===== src/include/xie_pkg.sv =====
// Package with opcode patterns, field positions and bus types for the XOR unit
package xie_pkg;

  localparam int unsigned DATA_W = 8;
  localparam int unsigned ADDR_W = 12;
  localparam int unsigned BANK_W = 4;
  localparam int unsigned MSB_BIT = 7;

  // Opcode patterns on the upper instruction bits
  localparam logic [7:0] LIT_OPC = 8'h0A;
  localparam logic [5:0] REG_OPC = 6'h06;
  localparam int unsigned DEST_BIT = 9;
  localparam int unsigned BANK_BIT = 8;

  // Instruction field boundaries
  localparam int unsigned OPC_MSB = 15;
  localparam int unsigned LIT_OPC_LSB = 8;
  localparam int unsigned REG_OPC_LSB = 10;
  localparam int unsigned FIELD_MSB = 7;

  // Access bank: low half maps to bank 0, high half to the top bank
  localparam logic [3:0] ACC_LO_BANK = 4'h0;
  localparam logic [3:0] ACC_HI_BANK = 4'hF;
  localparam logic [7:0] ZERO_BYTE = 8'h00;

  typedef enum logic [1:0] {
    XIE_OP_NONE = 2'b00,
    XIE_OP_LIT = 2'b01,
    XIE_OP_REG = 2'b10
  } xie_op_t;

  // Data memory write request
  typedef struct packed {
    logic we;
    logic [11:0] addr;
    logic [7:0] data;
  } xie_mem_wr_t;

  // Negative and zero flags with their update strobe
  typedef struct packed {
    logic upd;
    logic neg;
    logic zero;
  } xie_flags_t;

  // Whole registered state of the unit
  typedef struct packed {
    logic [7:0] working_register;
    xie_mem_wr_t mem_wr;
    xie_flags_t flags;
    logic hit;
  } xie_state_t;

endpackage


===== src/core/xie_xor_exec.sv =====
// Decode and single-cycle execution of the two exclusive-OR instructions
`timescale 1ns/10ps
`default_nettype none

module xie_xor_exec (
  input wire logic clock_i,
  input wire logic rstn_i,
  input wire logic instr_valid_i,
  input wire logic [15:0] instr_i,
  input wire logic [3:0] bank_select_register_i,
  input wire logic [7:0] mem_rdata_i,
  output logic [11:0] mem_raddr_o,
  output xie_pkg::xie_mem_wr_t mem_wr_o,
  output logic [7:0] working_register_o,
  output xie_pkg::xie_flags_t flags_o,
  output logic hit_o
);

  xie_pkg::xie_state_t state_r;
  xie_pkg::xie_state_t state_nxt;
  xie_pkg::xie_op_t op;
  logic dest_sel;
  logic bank_sel;
  logic lit_match;
  logic reg_match;
  logic [7:0] lit_field;
  logic [5:0] reg_field;
  logic [7:0] low_field;
  logic [7:0] operand;
  wire logic [7:0] result;
  logic [3:0] bank;

  // ----------------------------------------------------------------
  // Field extraction
  // ----------------------------------------------------------------
  assign lit_field = instr_i[xie_pkg::OPC_MSB:xie_pkg::LIT_OPC_LSB];
  assign reg_field = instr_i[xie_pkg::OPC_MSB:xie_pkg::REG_OPC_LSB];
  assign low_field = instr_i[xie_pkg::FIELD_MSB:0];
  assign dest_sel = instr_i[xie_pkg::DEST_BIT];
  assign bank_sel = instr_i[xie_pkg::BANK_BIT];

  // The two patterns never overlap, so the order below is only a habit
  assign lit_match = (lit_field == xie_pkg::LIT_OPC);
  assign reg_match = (reg_field == xie_pkg::REG_OPC);

  // ----------------------------------------------------------------
  // Decode
  // ----------------------------------------------------------------
  always_comb
  begin
    op = xie_pkg::XIE_OP_NONE;
    if (instr_valid_i && lit_match)
    begin
      op = xie_pkg::XIE_OP_LIT;
    end
    else if (instr_valid_i && reg_match)
    begin
      op = xie_pkg::XIE_OP_REG;
    end
  end

  // ----------------------------------------------------------------
  // Data address
  // ----------------------------------------------------------------
  // Access bank splits the 8-bit field at its top bit
  always_comb
  begin
    if (bank_sel)
    begin
      bank = bank_select_register_i;
    end
    else if (low_field[xie_pkg::MSB_BIT])
    begin
      bank = xie_pkg::ACC_HI_BANK;
    end
    else
    begin
      bank = xie_pkg::ACC_LO_BANK;
    end
  end

  // Read address is combinational so the operand arrives the same cycle
  assign mem_raddr_o = {bank, low_field};

  // ----------------------------------------------------------------
  // Operand select and exclusive-OR datapath
  // ----------------------------------------------------------------
  assign operand = (op == xie_pkg::XIE_OP_LIT) ? low_field : mem_rdata_i;

  for (genvar i = 0; i < xie_pkg::DATA_W; i++)
  begin : g_xor
    assign result[i] = state_r.working_register[i] ^ operand[i];
  end

  // ----------------------------------------------------------------
  // Execute
  // ----------------------------------------------------------------
  always_comb
  begin
    state_nxt = state_r;
    state_nxt.mem_wr.we = 1'b0;
    state_nxt.flags.upd = 1'b0;
    state_nxt.hit = 1'b0;
    unique case (op)
      xie_pkg::XIE_OP_LIT:
      begin
        state_nxt.working_register = result;
      end
      xie_pkg::XIE_OP_REG:
      begin
        if (dest_sel)
        begin
          state_nxt.mem_wr.we = 1'b1;
          state_nxt.mem_wr.addr = mem_raddr_o;
          state_nxt.mem_wr.data = result;
        end
        else
        begin
          state_nxt.working_register = result;
        end
      end
      xie_pkg::XIE_OP_NONE:
      begin
      end
    endcase
    if (op != xie_pkg::XIE_OP_NONE)
    begin
      // Only N and Z move; other status is owned by the core
      state_nxt.flags.upd = 1'b1;
      state_nxt.flags.neg = result[xie_pkg::MSB_BIT];
      state_nxt.flags.zero = (result == xie_pkg::ZERO_BYTE);
      state_nxt.hit = 1'b1;
    end
  end

  always_ff @(posedge clock_i)
  begin
    if (!rstn_i)
    begin
      state_r <= '0;
    end
    else
    begin
      state_r <= state_nxt;
    end
  end

  assign mem_wr_o = state_r.mem_wr;
  assign working_register_o = state_r.working_register;
  assign flags_o = state_r.flags;
  assign hit_o = state_r.hit;

endmodule

`default_nettype wire


===== config.mk =====
export PLATFORM = sky130hd
export DESIGN_NAME = xie_xor_exec
export DESIGN_NICKNAME = d
export VERILOG_FILES = /design/src/include/xie_pkg.sv /design/src/core/xie_xor_exec.sv
export SDC_FILE = /design/constraint.sdc
export NUM_CORES = 1
export LEC_CHECK = 0
export ABC_AREA = 0
export BUFFER_PORTS_ARGS = -buffer_cell sky130_fd_sc_hd__buf_4
export CAP_MARGIN = 5
export CORE_MARGIN = 4
export CORE_UTILIZATION = 31
export DETAILED_ROUTE_END_ITERATION = 6
export GPL_TIMING_DRIVEN = 1
export PLACE_DENSITY = 0.62
export SLEW_MARGIN = 20
export SYNTH_ARGS = -nofsm -noshare
export SYNTH_HDL_FRONTEND = slang
export SYNTH_SLANG_ARGS = --single-unit
export TNS_END_PERCENT = 5

===== constraint.sdc =====
create_clock -name clock_i -period 3.4 [get_ports clock_i]
set_input_delay 0.51 -clock clock_i [delete_from_list [all_inputs] [get_ports clock_i]]
set_output_delay 0.51 -clock clock_i [all_outputs]
set_load 0.02 [all_outputs]

* Word-level counts from Yosys, hierarchy flattened
Index checks and enable logic that the tools add are counted.
** Storage, ports and cells
- Bits in registers :: 33
- Bits of input ports :: 31
- Logic and storage cells :: 38
** Cells by class
- Reductions and logical operators :: 8
- Eq/ne operators :: 5
- Mux-type cells :: 9
- Bitwise gates (word level) :: 8
** Operator list (count)
- $mux W21 :: 1
- $mux W8 :: 2
- $pmux W8 S2 :: 1
- $mux W4 :: 3
- $eq A8 B4 Y1 const B :: 1
- $logic_not A8 Y1 :: 1
- $xor A1 B1 Y1 :: 8
- $eq A6 B3 Y1 const B :: 1
- $reduce_and A2 Y1 :: 3
- $mux W2 :: 2
- $reduce_bool A2 Y1 :: 2
- $eq A2 B1 Y1 const B :: 1
- $eq A2 B2 Y1 const B :: 1
- $logic_and A1 B1 Y1 :: 2
- $ne A2 B2 Y1 const B :: 1

* Logic depth before layout (Yosys ltp)
- Depth in word-level cells :: 9
- Gate-level depth with buffers :: 8
- Gate-level depth less buffers :: 5

* Worst setup path before layout
Ideal clock, no wire load.
- Path kind :: input-to-reg
- Start :: input instr_i[10]
- End :: register state_r (netlist bit flags_o[0])
- Cell stages on the path :: 5
- Setup time :: 0.084 ns
- Required time :: 3.316 ns
- Data arrival time :: 2.070 ns
- Path slack :: 1.245 ns
- Buffers on the path :: 0
- Cells stage by stage :: or4b_4 -> o32ai_2 -> nand2_1 -> or4_1 -> o31ai_2
** On the way
- Word-level cells in the longest chain between the ends :: 8
** Ends and longest elaborated chain
- start, declared :: RTL line xie_xor_exec.sv:9 : input wire logic [15:0] instr_i,
- $eq A6 B3 Y1 :: RTL line xie_xor_exec.sv:44 : assign reg_match = (reg_field == xie_pkg::REG_OPC);
- $logic_and A1 B1 Y1 :: RTL line xie_xor_exec.sv:56 : else if (instr_valid_i && reg_match)
- $mux W2 :: RTL line xie_xor_exec.sv:56
- $mux W2 * :: RTL line xie_xor_exec.sv:52 : if (instr_valid_i && lit_match)
- $eq A2 B1 Y1 :: RTL line xie_xor_exec.sv:88 : assign operand = (op == xie_pkg::XIE_OP_LIT) ? low_field : mem_rdata_i;
- $mux W8 :: RTL line xie_xor_exec.sv:88
- $xor A1 B1 Y1 :: RTL line xie_xor_exec.sv:92 : assign result[i] = state_r.working_register[i] ^ operand[i];
- $logic_not A8 Y1 :: RTL line xie_xor_exec.sv:131 : state_nxt.flags.zero = (result == xie_pkg::ZERO_BYTE);
- end signal, assigned :: RTL line xie_xor_exec.sv:144 : state_r <= state_nxt;
- end, declared :: RTL line xie_xor_exec.sv:19 : xie_pkg::xie_state_t state_r;
Every way passes the cells marked *; elsewhere a longest branch is shown, timed or not.
A chain may end at the register's enable or synchronous reset.

* Worst setup path after layout
- Start :: input instr_i[13]
- End :: register state_r (netlist bit mem_wr_o[4])
** On the way
- Word-level cells in the longest chain between the ends :: 7
** Ends and longest elaborated chain (RTL line)
- $eq A6 B3 Y1 :: xie_xor_exec.sv:44
- $logic_and A1 B1 Y1 :: xie_xor_exec.sv:56
- $mux W2 :: xie_xor_exec.sv:56
- $mux W2 * :: xie_xor_exec.sv:52
- $eq A2 B1 Y1 :: xie_xor_exec.sv:88
- $mux W8 :: xie_xor_exec.sv:88
- $xor A1 B1 Y1 :: xie_xor_exec.sv:92
Marks and branches as above.

==> summary.log <==
qor: critical_path.critical_path_arrival 2.57 ns
qor: route.drt-wirelength-per-cell 14.9 µm
qor: clocking.cts-resized-gates 0
qor: synthesis.synth_area_leaders sky130_fd_sc_hd__dfxtp_1 34%, sky130_fd_sc_hd__nand2_1 9.5%, sky130_fd_sc_hd__a21oi_1 6.1%
qor: die.initial_utilization 31.9%
qor: critical_path.internal_reg_to_reg_setup_slack 1.75 ns
qor: die.io-pin-count 76
qor: finish.post_route_cells_drive_above_1_share 32.5%
qor: job.cap_viol_max_count 0
qor: hold_path.hold_path_class reg -> reg
qor: clocking.cts_sinks 32
qor: critical_path.worst-path-max-fanout 19
qor: clocking.worstSkewPairLatency 0.29 ns
qor: synthesis.synth_area_in_compound_gates 23.7%
qor: synthesis.syn_inst 238
qor: power.power_frac_seq 43.5%
qor: placement.place_hpwl 4230 µm
qor: global_route.global_route.overflow_total 0
qor: synthesis.synth.ff_latch_count 32
qor: power.net_switching 0.219 mW
qor: synthesis.synth.yosys.seq_area_share 33.9%
qor: clocking.post_cts_setup_buffers 0
qor: finish.number_of_fillers_in_the_final_layout 629
qor: finish.multi_input_comb_area 0.00111 mm²
qor: timing.worstMarginPinSlew 0.934 ns
qor: timing.maxSlewViolCount 0
qor: die.core_area 0.00592 mm²
qor: synthesis.xor_xnor_share_of_the_synthesized_area 4.17%
qor: power.peakVddDrop 0.000151 V
qor: critical_path.crit_path_top_delay_cell sky130_fd_sc_hd__or4b_1
qor: synthesis.main_combinational_cell_family_by_area_after_synthesis simple AND/OR/NAND/NOR gates
qor: critical_path.r2r-end flags_o[0]
qor: synthesis.synthDominantAreaCellType sky130_fd_sc_hd__dfxtp_1
qor: hold_path.hold_path.startpoint mem_wr_o[10]
qor: clocking.tritoncts.num_buffers 5
qor: clocking.cts.htree.levels 2
qor: power.cell_internal_pwr 0.646 mW
qor: synthesis.postSynthNetCount 269
qor: status.run_status finished, final reports clean
qor: timing.post-route-min-period 2.36 ns
qor: route.drt_iter0_drc 85
qor: synthesis.synth_cell_types 42
qor: critical_path.worstSetupStartpointType input port
qor: hold_path.timing.hold.worst_path_depth 2
qor: finish.insertedDiodeCount 0
qor: synthesis.synth.mux.area_fraction 1.06%
qor: synthesis.synth_ff_type sky130_fd_sc_hd__dfxtp_1
qor: clocking.postCtsHoldBufs 0
qor: synthesis.avgSynthCellArea 7.94 µm²
qor: synthesis.synth-warning-count 0
qor: placement.buffer_ports.inserted 75
qor: route.drcViolationCount 0
qor: placement.dpl_cell_area 0.00245 mm²
qor: timing.timing.max_slew.rel_slack 37.7%
qor: route.finalWirelength 5630 µm
qor: clocking.clkSlewWorstSetupHoldPaths 0.07 ns
qor: power.power.combinational.fraction 14.5%
qor: global_route.first_global_vias 1867
qor: global_route.antenna_found_initial 0
qor: route.vias 1910
qor: power.pwr-share-clk 42.1%
qor: synthesis.post_synth_and_or_nand_nor_area_fraction 30.0%
qor: placement.place_congestion 0.829
qor: die.floorplan.die_area 0.00741 mm²
qor: critical_path.worstPathRequired 3.60 ns
qor: finish.area_growth_syn_to_layout 35.3%
qor: timing.timing.final.hold_violations 0
qor: critical_path.critPathCaptureType flop
qor: timing.tns 0 ns
qor: critical_path.critical_path.reg2reg.startpoint working_register_o[6]
qor: die.chipWidth 86.1 µm
qor: synthesis.synth_largest_type_area_fraction 33.9%
qor: critical_path.critical_path.cell_chain buf_4 > or4b_1 > nor2_1 > and3_1 > o21ai_1 > a21oi_1
qor: critical_path.critical_path.max_stage_delay 0.74 ns
qor: timing.setup-violations-final 0
qor: power.cellPowerDensity 338 mW/mm²
qor: placement.dp.cells 369
qor: timing.setup_slack 1.04 ns
qor: die.num_rows 28
qor: clocking.cts_max_path_buffers 2
qor: synthesis.syn_area 0.00189 mm²
qor: timing.post-route-period-util 69.5%
qor: route.firstDrtPassIters 4
qor: finish.layoutNonFillerInstCount 377
qor: power.switching_share 25.3%
qor: global_route.grt_start_max_net_pins 31
qor: critical_path.worst-r2r-cell-count 5
qor: global_route.grt_pass1_wl 9310 µm
qor: timing.rsz0062_at_grt no
qor: finish.stdcell_area 0.00256 mm²
qor: clocking.clock-root-buffer sky130_fd_sc_hd__clkbuf_8
qor: timing.fmaxAchievable 423 MHz
qor: global_route.grt_use_total 15.9%
qor: synthesis.synth_enable_flop_cells 0
qor: synthesis.yosys.area_share.adder 0%
qor: finish.fin_nets 332
qor: power.p_leak 1.01 nW
qor: route.detail_route.vias_per_cell 5.07
qor: hold_path.endpoint_of_the_worst_hold_path mem_wr_o[10]
qor: finish.final-seq-area 641 µm²
qor: route.antenna_violating_nets_post_route 0
qor: timing.timing.clock.skew 0.0109 ns
qor: synthesis.async_flop_share 0%
qor: die.die_height 86.1 µm
qor: timing.worst_hold_check_slack 0.454 ns
qor: clocking.clock_tree_from_tritoncts done
qor: critical_path.crit_type in -> reg
qor: placement.dp_slack 0.729 ns
[layer usage]
layer,routed length [µm],up-vias,track usage [%]
met4,74,0,5.61
met5,0,-,0
met3,388,7,3.65
met2,2580,67,24.5
met1,2590,875,21.6
li1,-,961,-
[synthesized netlist by cell type, types with 2 or more instances]
cell type	n
sky130_fd_sc_hd__a211oi_2	6
sky130_fd_sc_hd__nand3_1	2
sky130_fd_sc_hd__and3_1	3
sky130_fd_sc_hd__o32ai_1	3
sky130_fd_sc_hd__nor2_1	13
sky130_fd_sc_hd__buf_4	9
sky130_fd_sc_hd__buf_2	6
sky130_fd_sc_hd__o2111ai_1	4
sky130_fd_sc_hd__nand4_1	8
sky130_fd_sc_hd__o21ai_1	4
sky130_fd_sc_hd__nand2_1	48
sky130_fd_sc_hd__nand2b_1	7
sky130_fd_sc_hd__mux2i_1	2
sky130_fd_sc_hd__a21oi_1	23
sky130_fd_sc_hd__dfxtp_1	32
sky130_fd_sc_hd__inv_1	2
sky130_fd_sc_hd__clkbuf_1	7
sky130_fd_sc_hd__xnor2_1	9
sky130_fd_sc_hd__a211oi_1	2
sky130_fd_sc_hd__nor4b_2	2
sky130_fd_sc_hd__nor2b_1	18
sky130_fd_sc_hd__o31ai_1	8
[sequential cells by signal, summed over array words and instances, names as in the netlist]
register            count
mem_wr_o               21
working_register_o      8
flags_o                 3
[metrics by stage]
stage / power [mW] / util (%)
6_report: 0.865 / 43.2
5_1_grt: 0.898 / 43.2
4_1_cts: 0.869 / 43.2
3_5_place_dp: 0.511 / 41.4
3_3_place_gp: 0.509 / 41.4
2_1_floorplan: 0.451 / -
[placed cells by master (no fill, tap or decap), types with 2 or more instances in the layout]
cell type and instances:
sky130_fd_sc_hd__buf_4 79, sky130_fd_sc_hd__nand2_1 48, sky130_fd_sc_hd__dfxtp_1 32, sky130_fd_sc_hd__a21oi_1 23, sky130_fd_sc_hd__nor2b_1 18, sky130_fd_sc_hd__nor2_1 13
sky130_fd_sc_hd__xnor2_1 9, sky130_fd_sc_hd__nand4_1 8, sky130_fd_sc_hd__o31ai_1 8, sky130_fd_sc_hd__nand2b_1 7, sky130_fd_sc_hd__a211oi_2 6, sky130_fd_sc_hd__clkbuf_8 5
sky130_fd_sc_hd__o2111ai_1 4, sky130_fd_sc_hd__o21ai_1 4, sky130_fd_sc_hd__and3_1 3, sky130_fd_sc_hd__o32ai_1 3, sky130_fd_sc_hd__inv_1 2, sky130_fd_sc_hd__nor4b_2 2
sky130_fd_sc_hd__nand3_1 2, sky130_fd_sc_hd__a211oi_1 2, sky130_fd_sc_hd__mux2i_1 2
[critical path: cells and delay by family]
| family | cells | cell delay [ns] |
|---|---|---|
| buf+inv | 1 | 0.13 |
| compound gates | 2 | 0.32 |
| simple gates | 3 | 1.61 |
[power by group through the flow]
stage / clock network (mW) / logic [mW] / registers [mW]
3_3_place_gp: 0 / 0.124 / 0.385
3_5_place_dp: 0 / 0.126 / 0.385
6_report: 0.364 / 0.125 / 0.376
5_1_grt: 0.385 / 0.136 / 0.376
4_1_cts: 0.367 / 0.126 / 0.376
2_1_floorplan: 0 / 0.0649 / 0.386
[kinds of logic (layout without fill, tap and decap cells)]
family	Yosys count	in the layout
AO/OA/AOI/OAI	60	60
XOR/XNOR	9	9
buffers and inverters	25	89
flip-flops	32	32
multiplexers	2	2
AND/OR/NAND/NOR	110	110
[worst max path at each step]
stage / start / endpoint / slack, ns / cells past startpoint
detailed placement: instr_i[13] / mem_wr_o[4] / 0.73 / 6
finish: instr_i[13] / mem_wr_o[4] / 1.04 / 6
global route: instr_i[13] / mem_wr_o[14] / 0.86 / 7
CTS: instr_i[13] / mem_wr_o[4] / 1.03 / 6
global placement: instr_i[13] / mem_wr_o[4] / 0.76 / 6
floorplan: instr_i[10] / flags_o[0] / 1.25 / 5
[final cells by class]
class,instances,share of cell area [%]
multi-input combinational,181,43.6
sequential,32,25.0
timing repair buffer,79,23.2
tap,75,3.67
clock buffer,6,2.84
clock inverter,2,1.37
inverter,2,0.294
Power figures use the tool's default switching activity.
